--- src/design/alc_pkg.sv ---
package alc_pkg;

  // ----------------------------------------------------------------
  // Widths and counts
  // ----------------------------------------------------------------
  localparam int SAMPLE_W = 8;
  localparam int LEVEL_W = 4;
  localparam int CODE_W = 7;
  localparam int STEP_W = 9;
  localparam int LEVELS = 16;
  localparam logic [3:0] AVG_LAST = 4'hf;
  localparam int AVG_SHIFT = 4;

  // ----------------------------------------------------------------
  // Gain modes and levels
  // ----------------------------------------------------------------
  localparam logic [1:0] GAIN_AUTO = 2'h0;
  localparam logic [1:0] GAIN_MAN_HIGH = 2'h1;
  localparam logic [1:0] GAIN_MAN_LOW = 2'h2;
  localparam logic [1:0] GAIN_FIXED = 2'h3;
  localparam logic [3:0] LEVEL_ZERO = 4'h0;
  localparam logic [3:0] AUTO_TO_LOW_LEVEL = 4'hb;
  localparam logic [3:0] AUTO_TO_HIGH_LEVEL = 4'h5;
  localparam logic GAIN_HIGH_RESET = 1'b1;

  // ----------------------------------------------------------------
  // Lower level boundaries in 1/256 of full scale, Fh first
  // ----------------------------------------------------------------
  typedef logic [LEVELS-1:0][8:0] alc_thr_t;
  localparam alc_thr_t THR_LIN_HIGH = '{9'h100, 9'h100, 9'h100, 9'h100, 9'h0c8, 9'h072,
    9'h042, 9'h026, 9'h016, 9'h00d, 9'h008, 9'h005, 9'h003, 9'h002, 9'h001, 9'h000};
  localparam alc_thr_t THR_LIN_LOW = '{9'h0c8, 9'h073, 9'h041, 9'h025, 9'h015, 9'h00c,
    9'h007, 9'h004, 9'h002, 9'h001, 9'h000, 9'h000, 9'h000, 9'h000, 9'h000, 9'h000};
  localparam alc_thr_t THR_LIN_FIXED = '{9'h0c8, 9'h091, 9'h069, 9'h04b, 9'h036, 9'h027,
    9'h01c, 9'h014, 9'h00e, 9'h00a, 9'h007, 9'h005, 9'h003, 9'h002, 9'h001, 9'h000};
  localparam alc_thr_t THR_LOG = '{9'h0b6, 9'h0a9, 9'h09c, 9'h090, 9'h084, 9'h078,
    9'h06c, 9'h060, 9'h054, 9'h048, 9'h03c, 9'h030, 9'h025, 9'h01b, 9'h012, 9'h000};

  // ----------------------------------------------------------------
  // Current codes after reset, Fh first
  // ----------------------------------------------------------------
  typedef logic [LEVELS-1:0][CODE_W-1:0] alc_codes_t;
  localparam alc_codes_t CODE_RESET = '{7'h63, 7'h63, 7'h63, 7'h63, 7'h63, 7'h5f, 7'h56,
    7'h48, 7'h3b, 7'h2f, 7'h25, 7'h1e, 7'h18, 7'h15, 7'h13, 7'h11};

  // ----------------------------------------------------------------
  // Ramp timing
  // ----------------------------------------------------------------
  localparam int CLK_MHZ = 100;
  localparam int RAMP_UNIT_US = 32;
  localparam int RAMP_UNIT_CYC = RAMP_UNIT_US * CLK_MHZ;
  localparam logic [11:0] RAMP_CYC_LAST = 12'(RAMP_UNIT_CYC - 1);
  localparam logic [STEP_W-1:0] STEP_INC = 9'h002;
  localparam logic [STEP_W-1:0] STEP_ZERO = 9'h000;

  typedef enum logic [1:0] {RAMP_HOLD, RAMP_UP, RAMP_DOWN} alc_ramp_t;

endpackage

--- src/design/alc_link_if.sv ---
`timescale 1ns/10ps
interface alc_link_if;
  import alc_pkg::*;
  logic [LEVEL_W-1:0] level;
  logic gain_high;
  logic level_new;
  logic [LEVEL_W-1:0] look_level;
  logic [CODE_W-1:0] look_code;
  logic wr_en;
  logic [LEVEL_W-1:0] wr_level;
  logic [CODE_W-1:0] wr_code;
  logic [LEVEL_W-1:0] host_level;
  logic [CODE_W-1:0] host_code;

  modport det (output level, gain_high, level_new);
  modport mem (input look_level, wr_en, wr_level, wr_code, host_level,
    output look_code, host_code);
  modport ctl (input level, gain_high, level_new, look_code, host_code,
    output look_level, wr_en, wr_level, wr_code, host_level);
endinterface

--- src/design/alc_top.sv ---
`timescale 1ns/10ps
module alc_top
  import alc_pkg::*;
(
  input wire logic REF_CLK,
  input wire logic RESET,
  input wire logic [SAMPLE_W-1:0] ADC_SAMPLE,
  input wire logic ADC_VALID,
  input wire logic SENSOR_LAW_SELECT,
  input wire logic [1:0] GAIN_MODE,
  input wire logic AUTO_LUM_ON,
  input wire logic LED_DRIVE_ON,
  input wire logic LED_SOURCE_SELECT,
  input wire logic [CODE_W-1:0] MANUAL_CURRENT_CODE,
  input wire logic [3:0] RISE_RAMP_TIME,
  input wire logic [3:0] FALL_RAMP_TIME,
  input wire logic MODE_CHANGE_CURRENT_CLEAR,
  input wire logic EXT_PULSE_PERMIT,
  input wire logic EXT_PULSE_INPUT,
  input wire logic HW_RESET_N,
  input wire logic CODE_WR_EN,
  input wire logic [LEVEL_W-1:0] CODE_WR_LEVEL,
  input wire logic [CODE_W-1:0] CODE_WR_DATA,
  input wire logic [LEVEL_W-1:0] CODE_RD_LEVEL,
  output logic [CODE_W-1:0] CODE_RD_DATA,
  output logic [LEVEL_W-1:0] AMBIENT_LEVEL,
  output logic LEVEL_UPDATE,
  output logic GAIN_HIGH,
  output logic [STEP_W-1:0] LED_CURRENT_STEP,
  output logic LED_ON,
  output logic RAMP_BUSY,
  output logic I2C_INPUT_ENABLE
);

  // ----------------------------------------------------------------
  // Internal state
  // ----------------------------------------------------------------
  alc_link_if lnk ();

  alc_ramp_t ramp_r;
  alc_ramp_t ramp_nxt;
  logic [STEP_W-1:0] cur_r;
  logic [STEP_W-1:0] cur_nxt;
  logic [11:0] cyc_r;
  logic [11:0] cyc_nxt;
  logic [3:0] unit_r;
  logic [3:0] unit_nxt;
  logic mode_r;
  logic [LEVEL_W-1:0] amb_r;
  logic upd_r;
  logic [STEP_W-1:0] out_step_r;
  logic led_on_r;
  logic busy_r;
  logic i2c_en_r;

  // ----------------------------------------------------------------
  // Sensor path and code store
  // ----------------------------------------------------------------
  alc_level_det u_det (
    .clk (REF_CLK),
    .rst (RESET),
    .sample (ADC_SAMPLE),
    .sample_valid (ADC_VALID),
    .law_sel (SENSOR_LAW_SELECT),
    .gain_mode (GAIN_MODE),
    .lnk (lnk.det)
  );

  alc_code_mem u_mem (
    .clk (REF_CLK),
    .rst (RESET),
    .lnk (lnk.mem)
  );

  // ----------------------------------------------------------------
  // Level and source selection
  // ----------------------------------------------------------------
  wire [LEVEL_W-1:0] eff_level = AUTO_LUM_ON ? lnk.level : LEVEL_ZERO;
  wire alc_mode = AUTO_LUM_ON && LED_SOURCE_SELECT;
  wire [CODE_W-1:0] target_code = LED_SOURCE_SELECT ?
    lnk.look_code : MANUAL_CURRENT_CODE;

  assign lnk.look_level = eff_level;
  assign lnk.wr_en = CODE_WR_EN;
  assign lnk.wr_level = CODE_WR_LEVEL;
  assign lnk.wr_code = CODE_WR_DATA;
  assign lnk.host_level = CODE_RD_LEVEL;

  // Doubling plus two: (code+1)*0.2 mA on a 0.1 mA scale, always even
  wire [STEP_W-1:0] code_step = {1'b0, target_code, 1'b0} + STEP_INC;
  wire [STEP_W-1:0] target_step = LED_DRIVE_ON ? code_step : STEP_ZERO;

  // ----------------------------------------------------------------
  // Mode change
  // ----------------------------------------------------------------
  wire mode_flip = LED_DRIVE_ON && alc_mode != mode_r;
  wire mode_clear = mode_flip && MODE_CHANGE_CURRENT_CLEAR;

  // ----------------------------------------------------------------
  // Ramp timing
  // ----------------------------------------------------------------
  wire [3:0] dwell = ramp_nxt == RAMP_UP ? RISE_RAMP_TIME : FALL_RAMP_TIME;
  wire unit_wrap = cyc_r == RAMP_CYC_LAST;
  wire step_due = ramp_nxt == ramp_r && ramp_r != RAMP_HOLD &&
    unit_wrap && unit_r >= dwell;

  always_comb
  begin
    if (cur_r < target_step)
      ramp_nxt = RAMP_UP;
    else if (cur_r > target_step)
      ramp_nxt = RAMP_DOWN;
    else
      ramp_nxt = RAMP_HOLD;
  end

  // A direction change starts a fresh dwell, so no step comes early
  always_comb
  begin
    if (ramp_nxt != ramp_r || ramp_nxt == RAMP_HOLD || step_due)
    begin
      cyc_nxt = 12'h000;
      unit_nxt = 4'h0;
    end
    else if (unit_wrap)
    begin
      cyc_nxt = 12'h000;
      unit_nxt = unit_r + 4'h1;
    end
    else
    begin
      cyc_nxt = cyc_r + 12'h001;
      unit_nxt = unit_r;
    end
  end

  // ----------------------------------------------------------------
  // Current value
  // ----------------------------------------------------------------
  always_comb
  begin
    cur_nxt = cur_r;
    if (!LED_DRIVE_ON)
      cur_nxt = STEP_ZERO;
    else if (mode_clear)
      cur_nxt = STEP_ZERO;
    else if (step_due)
    begin
      unique case (ramp_r)
        RAMP_UP: cur_nxt = cur_r + STEP_INC;
        RAMP_DOWN: cur_nxt = cur_r - STEP_INC;
        RAMP_HOLD: cur_nxt = cur_r;
      endcase
    end
  end

  // ----------------------------------------------------------------
  // External pulse gating
  // ----------------------------------------------------------------
  // The ramp keeps running underneath, so gating never distorts the slope
  wire pulse_block = EXT_PULSE_PERMIT && !EXT_PULSE_INPUT;
  wire [STEP_W-1:0] gated_step = pulse_block ? STEP_ZERO : cur_nxt;
  wire led_on_nxt = LED_DRIVE_ON && !pulse_block && cur_nxt != STEP_ZERO;

  // ----------------------------------------------------------------
  // Registers
  // ----------------------------------------------------------------
  always_ff @(posedge REF_CLK or posedge RESET)
  begin
    if (RESET)
    begin
      ramp_r <= RAMP_HOLD;
      cur_r <= STEP_ZERO;
      cyc_r <= 12'h000;
      unit_r <= 4'h0;
      mode_r <= 1'b0;
    end
    else
    begin
      ramp_r <= ramp_nxt;
      cur_r <= cur_nxt;
      cyc_r <= cyc_nxt;
      unit_r <= unit_nxt;
      mode_r <= alc_mode;
    end
  end

  always_ff @(posedge REF_CLK or posedge RESET)
  begin
    if (RESET)
    begin
      amb_r <= LEVEL_ZERO;
      upd_r <= 1'b0;
      out_step_r <= STEP_ZERO;
      led_on_r <= 1'b0;
      busy_r <= 1'b0;
    end
    else
    begin
      amb_r <= eff_level;
      upd_r <= lnk.level_new;
      out_step_r <= gated_step;
      led_on_r <= led_on_nxt;
      busy_r <= ramp_nxt != RAMP_HOLD;
    end
  end

  // Buffers stay off until the first edge after the pin rises
  always_ff @(posedge REF_CLK or posedge RESET)
  begin
    if (RESET)
      i2c_en_r <= 1'b0;
    else
      i2c_en_r <= HW_RESET_N;
  end

  // ----------------------------------------------------------------
  // Outputs
  // ----------------------------------------------------------------
  assign AMBIENT_LEVEL = amb_r;
  assign LEVEL_UPDATE = upd_r;
  assign GAIN_HIGH = lnk.gain_high;
  assign CODE_RD_DATA = lnk.host_code;
  assign LED_CURRENT_STEP = out_step_r;
  assign LED_ON = led_on_r;
  assign RAMP_BUSY = busy_r;
  assign I2C_INPUT_ENABLE = i2c_en_r;

endmodule // alc_top

--- src/design/alc_code_mem.sv ---
`timescale 1ns/10ps
module alc_code_mem
  import alc_pkg::*;
(
  input wire logic clk,
  input wire logic rst,
  alc_link_if.mem lnk
);

  logic [CODE_W-1:0] code_r [LEVELS];
  logic [CODE_W-1:0] look_r;
  logic [CODE_W-1:0] host_r;

  // ----------------------------------------------------------------
  // One writable code per level
  // ----------------------------------------------------------------
  for (genvar i = 0; i < LEVELS; i++)
  begin : g_entry
    always_ff @(posedge clk or posedge rst)
    begin
      if (rst)
        code_r[i] <= CODE_RESET[i];
      else if (lnk.wr_en && lnk.wr_level == 4'(i))
        code_r[i] <= lnk.wr_code;
    end
  end

  always_ff @(posedge clk or posedge rst)
  begin
    if (rst)
    begin
      look_r <= CODE_RESET[0];
      host_r <= CODE_RESET[0];
    end
    else
    begin
      look_r <= code_r[lnk.look_level];
      host_r <= code_r[lnk.host_level];
    end
  end

  assign lnk.look_code = look_r;
  assign lnk.host_code = host_r;

endmodule // alc_code_mem

--- src/design/alc_level_det.sv ---
`timescale 1ns/10ps
module alc_level_det
  import alc_pkg::*;
(
  input wire logic clk,
  input wire logic rst,
  input wire logic [SAMPLE_W-1:0] sample,
  input wire logic sample_valid,
  input wire logic law_sel,
  input wire logic [1:0] gain_mode,
  alc_link_if.det lnk
);

  logic [11:0] acc_r;
  logic [3:0] cnt_r;
  logic [LEVEL_W-1:0] level_r;
  logic new_r;
  logic gain_high_r;
  logic [4:0] hit_cnt;

  // ----------------------------------------------------------------
  // Averaging and ranking
  // ----------------------------------------------------------------
  wire [11:0] sum_w = acc_r + {4'h0, sample};
  wire avg_done = sample_valid && cnt_r == AVG_LAST;
  wire [8:0] avg_w = {1'b0, sum_w[11:AVG_SHIFT]};
  wire auto_gain = gain_mode == GAIN_AUTO && !law_sel;
  wire alc_thr_t thr_w = law_sel ? THR_LOG :
    gain_mode == GAIN_FIXED ? THR_LIN_FIXED :
    gain_high_r ? THR_LIN_HIGH : THR_LIN_LOW;
  wire [LEVELS-1:0] hit_w;

  for (genvar i = 0; i < LEVELS; i++)
  begin : g_cmp
    assign hit_w[i] = avg_w >= thr_w[i];
  end

  always_comb
  begin
    hit_cnt = 5'h00;
    for (int i = 0; i < LEVELS; i++)
      hit_cnt = hit_cnt + {4'h0, hit_w[i]};
  end

  // Entry 0 is always hit, so the count never underflows
  wire [LEVEL_W-1:0] level_w = 4'(hit_cnt - 5'h01);
  wire to_low = gain_high_r && level_w == AUTO_TO_LOW_LEVEL;
  wire to_high = !gain_high_r && level_w == AUTO_TO_HIGH_LEVEL;
  wire gain_nxt = !auto_gain ? gain_mode != GAIN_MAN_LOW :
    (avg_done && (to_low || to_high)) ? !gain_high_r : gain_high_r;

  always_ff @(posedge clk or posedge rst)
  begin
    if (rst)
    begin
      acc_r <= 12'h000;
      cnt_r <= 4'h0;
      level_r <= LEVEL_ZERO;
      new_r <= 1'b0;
      gain_high_r <= GAIN_HIGH_RESET;
    end
    else
    begin
      new_r <= avg_done;
      gain_high_r <= gain_nxt;
      // Restart the average after a gain switch: mixed-gain samples mean nothing
      if (avg_done || gain_nxt != gain_high_r)
      begin
        acc_r <= 12'h000;
        cnt_r <= 4'h0;
      end
      else if (sample_valid)
      begin
        acc_r <= sum_w;
        cnt_r <= cnt_r + 4'h1;
      end
      if (avg_done)
        level_r <= level_w;
    end
  end

  assign lnk.level = level_r;
  assign lnk.gain_high = gain_high_r;
  assign lnk.level_new = new_r;

endmodule // alc_level_det

--- config.mk ---
export PLATFORM = sky130hd
export DESIGN_NAME = alc_top
export DESIGN_NICKNAME = d
export VERILOG_FILES = /design/src/design/alc_pkg.sv /design/src/design/alc_link_if.sv /design/src/design/alc_top.sv /design/src/design/alc_code_mem.sv /design/src/design/alc_level_det.sv
export SDC_FILE = /design/constraint.sdc
export NUM_CORES = 1
export LEC_CHECK = 0
export BUFFER_PORTS_ARGS = -buffer_cell sky130_fd_sc_hd__buf_2
export CORE_MARGIN = 3
export CORE_UTILIZATION = 40
export CTS_BUF_LIST = sky130_fd_sc_hd__clkbuf_8
export DETAILED_ROUTE_END_ITERATION = 12
export PLACE_DENSITY = 0.53
export SKIP_CTS_REPAIR_TIMING = 1
export SLEW_MARGIN = 20
export SYNTH_ARGS = -nofsm -noshare
export SYNTH_HDL_FRONTEND = slang
export SYNTH_HIERARCHICAL = 1
export SYNTH_SLANG_ARGS = --single-unit
--- constraint.sdc ---
create_clock -name REF_CLK -period 11.1 [get_ports REF_CLK]
set_input_delay 2.22 -clock REF_CLK [delete_from_list [all_inputs] [get_ports REF_CLK]]
set_output_delay 2.22 -clock REF_CLK [all_outputs]
set_load 0.05 [all_outputs]
==> summary.txt, run 1 <==
Status
  – Status: finished clean

Clock tree
  – Clock slew at reported path FFs: 0.11 ns
  – Clock Latency Late Sink: 0.47 ns
  – H-tree depth: 4
  – Clk root buf: clkbuf_8
  – Clk sinks: a little under 200
  – TritonCTS clock tree: built
  – Cts bufs inserted: 17
  – Max Buffers Root-to-Sink: 2

Power and ir drop
  – PD cells: between 200 and 250 mW/mm²
  – Static Leakage: 6.11 nW
  – Total power draw: 2.85 mW
  – Worst VDD drop: 0.192 mV

Cells and area
  – Non-Filler Instances: 1529
  – Most common cell after layout, fill and taps aside: dfrtp_1
  – Area Overhead vs Synth: 8.07%
  – Layout Utilization: 44.1%
  – Final #Nets: roughly 1300
  – Most frequent cells in the layout: dfrtp_1 (129), mux2_2 (99), nor2_1 (79)
  – Multi-input gate area: just over 0.007 mm²
  – Fillers: around 3000
  – Register area: 0.00491 mm²
  – Post-route cell area: 0.0136 mm²
  – Share of layout cells above drive strength 1: 31.9%
  – Inserted Diodes: 0

Setup path
  – Crit path largest cell delay: 0.56 ns
  – Setup crit end kind: flop
  – Most used cell along the critical path: fa_1
  – Crit path max-delay cell type: fa_1
  – Reg-to-Reg End: u_det/acc_r[1]
  – RR Startpoint: u_det/acc_r[0]
  – Worst Setup EP: u_det/acc_r[1]
  – Worst Setup Start Kind: primary input
  – Crit path DAT: roughly 10 ns
  – R2R depth: 30
  – Worst R2R Setup Slack: 2.86 ns
  – Worst setup path start: ADC_SAMPLE[0]
  – Req. time, crit path: 11.44 ns
  – WS Path Type: primary input to flop
  – Critical-path maximum fanout: 16

Die
  – Core area: 0.0307 mm²
  – IO Count: 77
  – Initial Util: 40.8%
  – Chip height: between 150 and 200 µm
  – Row count: 64
  – Die ar.: 0.0336 mm²
  – DIE WIDTH: 183 µm

Placed design
  – Post-DP HPWL: 21900 µm
  – Dpl cell area: roughly 0.013 mm²
  – Placed insts: 1497
  – IO Port Bufs: 76
  – Gpl congestion: around 0.88
  – Pre-CTS WS: 1.02 ns

Synthesis
  – Largest area contributor in the netlist: dfrtp_1
  – Synth top area share: approximately a quarter
  – Syn Nets: 1199
  – Synth Area in Adders: roughly a tenth
  – XOR/XNOR Fraction of Synth Area: 2.96%
  – Syn Inst Count: 1062
  – Post-synthesis cell area: 0.0126 mm²
  – Synth Area in Compound Gates: about a tenth
  – Simple-Gate Fraction of Synth Area: 10.9%
  – Avg Inst Size Synth: between 10 and 15 µm²
  – EDFF count, synth: 0
  – Post-synthesis sequential area ratio: 39.1%
  – Post-synth top flop: dfrtp_1
  – Synthesis-stage register bit count: 193
  – Yosys cell types: just under 90
  – Largest family of logic cells by synthesized area: multiplexers
  – Post-synth ARST share: 100%
  – Mux contribution to synthesized area: about a quarter
  – Area contributors post-synth: dfrtp_1 (26%), dfstp_2 (13%), mux2_2 (8.9%)
  – Yosys warnings: 6

STA
  – Relative slew slack: between 30% and 40%
  – Fin Hold WS: just under 0.4 ns
  – Setup TNS: 0 ns
  – Pins Over Slew Limit: 0
  – Final hold vios: 0
  – RSZ-0062 raised after global routing: no
  – Worst-Margin Slew: around 0.99 ns
  – Crit share post-route: 87.4%
  – F_max: 103 MHz
  – Worst Slack Setup Final: 1.40 ns
  – Final Setup Violations: 0
  – Max Clock Skew: 0.0107 ns
  – Post-layout min period: 9.70 ns

Routing
  – DR DRC count: 0
  – Vias: about 8600
  – Drt first pass iters: 5
  – DR WL/cell: 20.2 µm
  – Antenna viol nets, final: 0
  – 1st-iter DRT viols: 499
  – WL final: 30900 µm
  – DR vias/cell: roughly 5.6

Global route
  – GRT Overall Usage: 19.0%
  – Largest net degree at the start of global routing: 78
  – Initial antenna violation count: 2
  – First-pass GRT wire length: 49800 µm
  – Grt ovf: 0
  – Vias in the first global route: 8820

Worst hold path
  – Hold crit path type: flop to flop

Job
  – Maxcap violations: 0
critical path: cells and delay by family:
kind | cells | cell delay, ns
simple gates | 1 | 0.20
compound gates | 11 | 2.60
buf+inv | 8 | 0.92
mux | 1 | 0.23
xor+xnor | 1 | 0.26
fa+ha+maj | 9 | 3.60
report_power, final:
| part | total, mW | internal, mW | leakage (nW) | switching (mW) |
|---|---|---|---|---|
| Combinational | 1.44 | 0.636 | 3.58 | 0.802 |
| Sequential | 0.974 | 0.878 | 2.34 | 0.0963 |
| Clock | 0.439 | 0.162 | 0.187 | 0.277 |
| Total | 2.85 | 1.68 | 6.11 | 1.18 |
worst min path at each step:
stage / start / to / slack (ns) / cells after the start
floorplan: u_det/lnk.level_new / LEVEL_UPDATE / 0.33 / 0
global placement: u_det/lnk.level_new / LEVEL_UPDATE / 0.39 / 0
detailed placement: u_det/lnk.level_new / LEVEL_UPDATE / 0.37 / 0
CTS: u_det/lnk.level_new / LEVEL_UPDATE / 0.40 / 0
global route: u_det/lnk.level_new / LEVEL_UPDATE / 0.41 / 0
finish: u_det/lnk.level_new / LEVEL_UPDATE / 0.39 / 0
sequential cells by signal, summed over array words and instances, names as in the netlist, 7 cells and up:
name                 cells
u_mem/code_r           112
u_det/acc_r             12
u_mem/lnk.look_code      7
u_mem/lnk.host_code      7
cyc_r                   12
LED_CURRENT_STEP         9
cur_r                    9
Yosys cell counts, types with 22 or more instances:
cell / count
a21oi_1: 39
a22oi_1: 28
dfrtp_1: 129
dfstp_2: 64
ha_1: 73
inv_1: 48
mux2_2: 99
mux2i_1: 22
mux4_1: 28
mux4_2: 28
nand2_1: 64
nand2b_1: 25
nor2_1: 79
o21ai_0: 22
layout make-up:
class / count / area share, %
clock buffer: 17 / 1.72
clock inverter: 15 / 0.903
tap: 396 / 3.65
sequential: 193 / 36.2
timing repair buffer: 83 / 3.19
multi-input combinational: 774 / 52.9
inverter: 51 / 1.43
per-layer routing:
metal / up-vias / track usage (%) / share of wire, % / wire length [µm]
met5: - / 0 / 0.087 / 27
met4: 4 / 4.24 / 1.3 / 401
met3: 30 / 3.59 / 4.3 / 1330
met2: 185 / 29.5 / 46 / 14100
met1: 4331 / 27.8 / 49 / 15100
li1: 4062 / - / - / -
logic make-up after synthesis:
group | count (synthesis)
fa+ha+maj | 90
buf+inv | 95
simple gates | 269
xor+xnor | 40
mux | 192
compound gates | 183
flops | 193
Note: power is estimated with default switching activity, not from simulation.
==> inputs of run 2 (changes only) <==
- RECOVER_POWER: not set -> 25
- clock period: 11.1 -> 10.38 ns (I/O delays scaled with it)
==> summary.txt, run 2 (synthesis gave the netlist of run 1 again) <==
Power and ir drop
  – Total power draw: 3.10 mW (was 2.85 mW)
  – Sequential Power Share: 33.6% (was 34.2%)
  – Clock share of power: 16.3% (was 15.4%)
  – Sw Share: 40.8% (was 41.2%)
  – Static Leakage: 6.11 nW (about the same)
  – Worst VDD drop: 0.242 mV (was 0.192 mV)
  – Gate power share: 50.1% (was 50.4%)
  – Switching power: 1.27 mW (was 1.18 mW)
  – Power Internal: 1.84 mW (was 1.68 mW)
  – PD cells: 228 mW/mm² (was 210 mW/mm²)

Clock tree
  – Clock Latency Late Sink: 0.48 ns (was 0.47 ns)
  – Cts bufs inserted: 17 (unchanged)
  – Clock slew at reported path FFs: 0.11 ns (about the same)
  – TritonCTS clock tree: built (unchanged)
  – Clk sinks: 193 (unchanged)
  – Max Buffers Root-to-Sink: 2 (unchanged)
  – H-tree depth: 4 (unchanged)
  – Clk root buf: clkbuf_8 (unchanged)

Routing
  – M1 WL: 15400 µm (was 15100 µm)
  – Top sig layer: met5 (unchanged)
  – 1st-iter DRT viols: 518 (was 499)
  – DR vias/cell: 5.60 (was 5.63)
  – WL final: 31400 µm (was 30900 µm)
  – DR WL met3: 1200 µm (was 1330 µm)
  – Vias: 8585 (was 8612)
  – Drt first pass iters: 4 (was 5)
  – DR WL/cell: 20.5 µm (was 20.2 µm)
  – Metal2 WL: 14400 µm (was 14100 µm)
  – DR DRC count: 0 (unchanged)
  – Antenna viol nets, final: 0 (unchanged)

Cells and area
  – Top reg by flops: u_mem/code_r (unchanged)
  – Multi-input gate area: 0.00718 mm² (unchanged)
  – Area Overhead vs Synth: 8.45% (was 8.07%)
  – Fillers: 2931 (was 2980)
  – Share of layout cells above drive strength 1: 31.6% (was 31.9%)
  – Top flop regs: u_mem/code_r x112, cyc_r x12, u_det/acc_r x12 (unchanged)
  – Most frequent cells in the layout: dfrtp_1 (129), mux2_2 (99), nor2_1 (79) (unchanged)
  – Register area: 0.00491 mm² (unchanged)
  – Most common cell after layout, fill and taps aside: dfrtp_1 (unchanged)
  – Flip-flop count of the largest register after layout: 112 (unchanged)
  – Final #Nets: 1260 (was 1257)

Job
  – Maxcap violations: 4 (was 0)

Global route
  – First-pass GRT wire length: 50500 µm (was 49800 µm)
  – Vias in the first global route: 9000 (was 8820)
  – Initial antenna violation count: 3 (was 2)
  – GRT Overall Usage: 19.2% (was 19.0%)
  – Grt ovf: 0 (unchanged)
  – Largest net degree at the start of global routing: 72 (was 78)

Die
  – Row count: 64 (unchanged)
  – Die ar.: 0.0336 mm² (unchanged)
  – Initial Util: 40.8% (unchanged)
  – DIE WIDTH: 183 µm (unchanged)
  – Chip height: 183 µm (unchanged)
  – IO Count: 77 (unchanged)
  – Core area: 0.0307 mm² (unchanged)

Setup path
  – Crit path max-delay cell type: fa_1 (unchanged)
  – Crit path DAT: 9.74 ns (was 10.04 ns)
  – WS Path Type: primary input to flop (unchanged)
  – Req. time, crit path: 10.74 ns (was 11.44 ns)
  – Crit path largest cell delay: 0.58 ns (was 0.56 ns)
  – Worst Setup Start Kind: primary input (unchanged)
  – Critical-path maximum fanout: 16 (unchanged)
  – Most used cell along the critical path: fa_1 (unchanged)
  – Setup crit end kind: flop (unchanged)

STA
  – F_max: 107 MHz
  – Setup TNS: 0 ns (unchanged)
  – RSZ-0062 raised after global routing: no (unchanged)
  – Max Clock Skew: 0.0187 ns (was 0.0107 ns)
  – Final Setup Violations: 0 (unchanged)
  – Final hold vios: 0 (unchanged)
  – Relative slew slack: -70.6% (was 33.7%)
  – Worst-Margin Slew: 2.56 ns (was 0.995 ns)
  – Post-layout min period: roughly 9.4 ns
  – Crit share post-route: 90.4%
  – Pins Over Slew Limit: 163 (was 0)

Placed design
  – Gpl congestion: 0.859 (was 0.880)
  – IO Port Bufs: 76 (unchanged)
  – Post-DP HPWL: 22100 µm (was 21900 µm)

Worst hold path
  – Hold crit path type: flop to flop (unchanged)

Status
  – Status: complete, but fails checks (was finished clean)
  – Violated checks: max-capacitance violations, max-slew violations
run 2: cell type report:
type,instances,share of cell area [%]
clock buffer,18,1.82
inverter,51,1.41
tap,396,3.64
timing repair buffer,86,3.27
sequential,193,36.0
multi-input combinational,774,52.7
clock inverter,14,1.05
antenna,1,0.0184
run 2: stage by stage:
stage,utilization [%],std cells,worst slack [ns],hold slack [ns],instance area (µm²)
after global routing,44.3,1532,0.473,0.372,13600
after global placement,43.1,1500,0.845,0.343,13200
after CTS,44.3,1532,1.05,0.360,13600
after floorplan,-,1062,1.05,0.331,12600
after detailed placement,43.1,1500,0.528,0.343,13200
final,44.3,1533,0.998,0.357,13600
run 2: routing by layer:
metal / global-route usage, % / vias to the layer above
met4: 4.27 / 4
met1: 28.3 / 4340
met2: 30.0 / 157
met5: 0 / -
met3: 3.15 / 26
li1: - / 4058
run 2: power by group through the flow:
stage          clock, mW  sequential [mW]  combinational, mW
4_1_cts            0.521             1.04               1.57
3_3_place_gp           0             1.05               1.54
3_5_place_dp           0             1.05               1.56
6_report           0.505             1.04               1.55
5_1_grt            0.551             1.06               1.76
2_1_floorplan          0             1.05               1.16
run 2: path summary, 6_finish.rpt:
path	slack (ns)	to	startpoint	cells after the start
worst max-delay path	1.0	u_det/acc_r[1]	ADC_SAMPLE[3]	30
worst min-delay path	0.36	LEVEL_UPDATE	u_det/lnk.level_new	0
worst max register to register	2.28	u_det/acc_r[1]	u_det/acc_r[3]	29
worst min register to register	0.36	LEVEL_UPDATE	u_det/lnk.level_new	0
max in group asynchronous	6.25	u_mem/code_r[10]	RESET	3
min in group asynchronous	1.85	u_det/acc_r[10]	RESET	2
run 2: critical path: cells and delay by family:
family,cells,cell delay (ns)
AO/OA/AOI/OAI,12,2.52
XOR/XNOR,1,0.25
adder cells (fa/ha/maj),8,3.36
buffers and inverters,6,0.66
multiplexers,1,0.21
AND/OR/NAND/NOR,2,0.64
==> inputs of run 3 (changes only) <==
- ABC_AREA: not set -> 1
==> summary.txt, run 3 <==
Clock tree
  – Max Buffers Root-to-Sink: 2 (unchanged)
  – Clk sinks: 193 (unchanged)
  – Clock slew at reported path FFs: 0.11 ns (about the same)
  – Clk root buf: clkbuf_8 (unchanged)
  – H-tree depth: 4 (unchanged)
  – Cts bufs inserted: 17 (unchanged)
  – TritonCTS clock tree: built (unchanged)
  – Clock Latency Late Sink: 0.48 ns (about the same)

STA
  – Fin Hold WS: 0.377 ns (was 0.357 ns)
  – Final hold vios: 0 (unchanged)
  – Worst Slack Setup Final: 1.95 ns (was 0.998 ns)
  – RSZ-0062 raised after global routing: no (unchanged)
  – F_max: 119 MHz (was 107 MHz)
  – Pins Over Slew Limit: 216 (was 163)
  – Final Setup Violations: 0 (unchanged)
  – Relative slew slack: -141% (was -70.6%)
  – Crit share post-route: 81.2% (was 90.4%)
  – Setup TNS: 0 ns (unchanged)
  – Worst-Margin Slew: 3.59 ns (was 2.56 ns)
  – Post-layout min period: 8.43 ns (was 9.38 ns)
  – Max Clock Skew: 0.0215 ns (was 0.0187 ns)

Synthesis
  – Synth top area share: 23.9% (was 25.7%)
  – Post-synthesis cell area: 0.0135 mm² (was 0.0126 mm²)
  – Largest area contributor in the netlist: dfrtp_1 (unchanged)
  – Synth Area in Adders: 8.53% (was 9.58%)
  – Post-synth top flop: dfrtp_1 (unchanged)
  – XOR/XNOR Fraction of Synth Area: 1.04% (was 2.96%)
  – Synth Area in Compound Gates: 7.80% (was 10.4%)
  – Avg Inst Size Synth: 6.98 µm² (was 11.8 µm²)
  – Top-count cell post-synth: nand2_1 (was dfrtp_1)
  – Area contributors post-synth: dfrtp_1 (24%), nand2_1 (17%), dfstp_2 (12%) (was dfrtp_1 (26%), dfstp_2 (13%), mux2_2 (8.9%))
  – Syn Inst Count: 1937 (was 1062)
  – EDFF count, synth: 0 (unchanged)
  – Yosys cell types: 53 (was 89)
  – Simple-Gate Fraction of Synth Area: 34.9% (was 10.9%)
  – Syn Nets: 2074 (was 1199)
  – Largest family of logic cells by synthesized area: simple AND/OR/NAND/NOR gates (was multiplexers)
  – Yosys warnings: 6 (unchanged)
  – Post-synth top cells: nand2_1 (619), inv_1 (293), nand3_1 (269) (was dfrtp_1 (129), mux2_2 (99), nor2_1 (79))
  – Post-synthesis sequential area ratio: 36.3% (was 39.1%)
  – Synthesis-stage register bit count: 193 (unchanged)
  – Mux contribution to synthesized area: 0.518% (was 23.3%)
  – Post-synth ARST share: 100% (unchanged)

Placed design
  – Gpl congestion: 0.953 (was 0.859)
  – Pre-CTS WS: 1.46 ns (was 0.528 ns)
  – Dpl cell area: 0.0142 mm² (was 0.0132 mm²)
  – IO Port Bufs: 76 (unchanged)
  – Post-DP HPWL: 27700 µm (was 22100 µm)
  – Placed insts: 2399 (was 1500)

Global route
  – Initial antenna violation count: 0 (was 3)
  – GRT Overall Usage: 22.3% (was 19.2%)
  – First-pass GRT wire length: 64300 µm (was 50500 µm)
  – Largest net degree at the start of global routing: 80 (was 72)
  – Vias in the first global route: 11900 (was 9000)
  – Grt ovf: 0 (unchanged)

Die
  – Core area: 0.0329 mm² (was 0.0307 mm²)
  – Chip height: 190 µm (was 183 µm)
  – Die ar.: 0.0360 mm² (was 0.0336 mm²)
  – IO Count: 77 (unchanged)
  – DIE WIDTH: 190 µm (was 183 µm)
  – Row count: 66 (was 64)
  – Initial Util: 41.0% (was 40.8%)

Power and ir drop
  – Static Leakage: 7.86 nW (was 6.11 nW)
  – Power Internal: 1.84 mW (about the same)
  – Sequential Power Share: 28.9% (was 33.6%)
  – Total power draw: 3.48 mW (was 3.10 mW)
  – Gate power share: 56.4% (was 50.1%)
  – PD cells: 239 mW/mm² (was 228 mW/mm²)
  – Switching power: 1.64 mW (was 1.27 mW)
  – Clock share of power: 14.7% (was 16.3%)
  – Worst VDD drop: 0.140 mV (was 0.242 mV)
  – Sw Share: 47.0% (was 40.8%)

Cells and area
  – Layout Utilization: 44.3% (about the same)
  – Flip-flop count of the largest register after layout: 112 (unchanged)
  – Register area: 0.00491 mm² (unchanged)
  – Final #Nets: 2113 (was 1260)
  – Top reg by flops: u_mem/code_r (unchanged)
  – Multi-input gate area: 0.00714 mm² (was 0.00718 mm²)
  – Area Overhead vs Synth: 7.94% (was 8.45%)
  – Most common cell after layout, fill and taps aside: nand2_1 (was dfrtp_1)
  – Post-route cell area: 0.0146 mm² (was 0.0136 mm²)
  – Top flop regs: u_mem/code_r x112, cyc_r x12, u_det/acc_r x12 (unchanged)
  – Share of layout cells above drive strength 1: 11.5% (was 31.6%)
  – Fillers: 3446 (was 2931)
  – Most frequent cells in the layout: nand2_1 (619), inv_1 (291), nand3_1 (269) (was dfrtp_1 (129), mux2_2 (99), nor2_1 (79))
  – Non-Filler Instances: 2431 (was 1533)
  – Inserted Diodes: 0 (was 1)

Setup path
  – WS Path Type: primary input to flop (unchanged)
  – Crit path DAT: 8.80 ns (was 9.74 ns)
  – Critical-path maximum fanout: 16 (unchanged)
  – Worst Setup Start Kind: primary input (unchanged)
  – Setup crit end kind: flop (unchanged)
  – Worst R2R Setup Slack: 3.23 ns (was 2.28 ns)
  – Crit path largest cell delay: 0.68 ns (was 0.58 ns)
  – Req. time, crit path: 10.74 ns (about the same)
  – Crit path max-delay cell type: xnor2_1 (was fa_1)

Routing
  – Drt first pass iters: 5 (was 4)
  – Antenna viol nets, final: 0 (unchanged)
  – DR WL/cell: 16.2 µm (was 20.5 µm)
  – 1st-iter DRT viols: 1090 (was 518)
  – WL final: 39500 µm (was 31400 µm)
  – DR vias/cell: 5.14 (was 5.60)
  – Vias: 12500 (was 8585)
  – DR DRC count: 0 (unchanged)

Status
  – Violated checks: max-capacitance violations, max-slew violations (unchanged)
  – Status: complete, but fails checks (unchanged)

Job
  – Maxcap violations: 4 (unchanged)

Worst hold path
  – Hold crit path type: flop to flop (unchanged)
[run 3: cell count changes after synthesis, sizes merged, moves of 25 or more]
cell and delta:
nand2 +568, inv +253, mux4 -56, o21ai +118, mux2 -114, nand3 +256, nand2b -25, a22oi -27
buf +29
[run 3: path summary, 6_finish.rpt]
check                                     from                  to  cells past startpoint
setup / recovery                 ADC_SAMPLE[0]      u_det/acc_r[0]                     35
hold / removal             u_det/lnk.level_new        LEVEL_UPDATE                      0
setup reg to reg                u_det/acc_r[0]      u_det/acc_r[0]                     34
hold reg to reg            u_det/lnk.level_new        LEVEL_UPDATE                      0
max in group asynchronous                RESET   u_mem/code_r[108]                      3
min in group asynchronous                RESET  u_det/lnk.level[0]                      2
[run 3: cell type report]
cell class,instances,share of cell area [%]
Clock buffer,19,1.79
Sequential cell,193,33.6
Inverter,304,7.84
Tap cell,442,3.79
Clock inverter,13,1.00
Multi-Input combinational cell,1375,48.9
Timing Repair Buffer,85,2.98
[run 3: routing by layer]
metal	share of wire [%]	global-route usage, %	vias to the layer above
met5	0	0	-
met4	1.7	5.86	0
met2	42	33.4	415
li1	-	-	6227
met1	49	33.3	5803
met3	6.5	3.70	40
[run 3: cells by family after synthesis]
logic type                 count (synthesis)
and+or+nand+nor                         1068
buffers and inverters                    369
xor gates and xnor gates                  16
muxes                                      7
adders and majority gates                 85
DFF                                      193
AOI/OAI and AO/OA                        199
[run 3: worst max-delay path, delay by kind of cell]
kind                     cells  cell delay (ns)
AND/OR/NAND/NOR             14             1.10
AO/OA/AOI/OAI                4             0.56
XOR/XNOR                     1             0.68
adder cells (fa/ha/maj)      9             3.58
buffers and inverters        7             0.76
[run 3: power groups by stage]
stage                     Combinational (mW)  Sequential [mW]  Clock [mW]
final                                   1.97             1.01       0.511
after global routing                    2.26             1.02       0.564
after CTS                               1.97             1.01       0.535
after detailed placement                1.96             1.02           0
after global placement                  1.92             1.02           0
after floorplan                         1.47             1.02           0
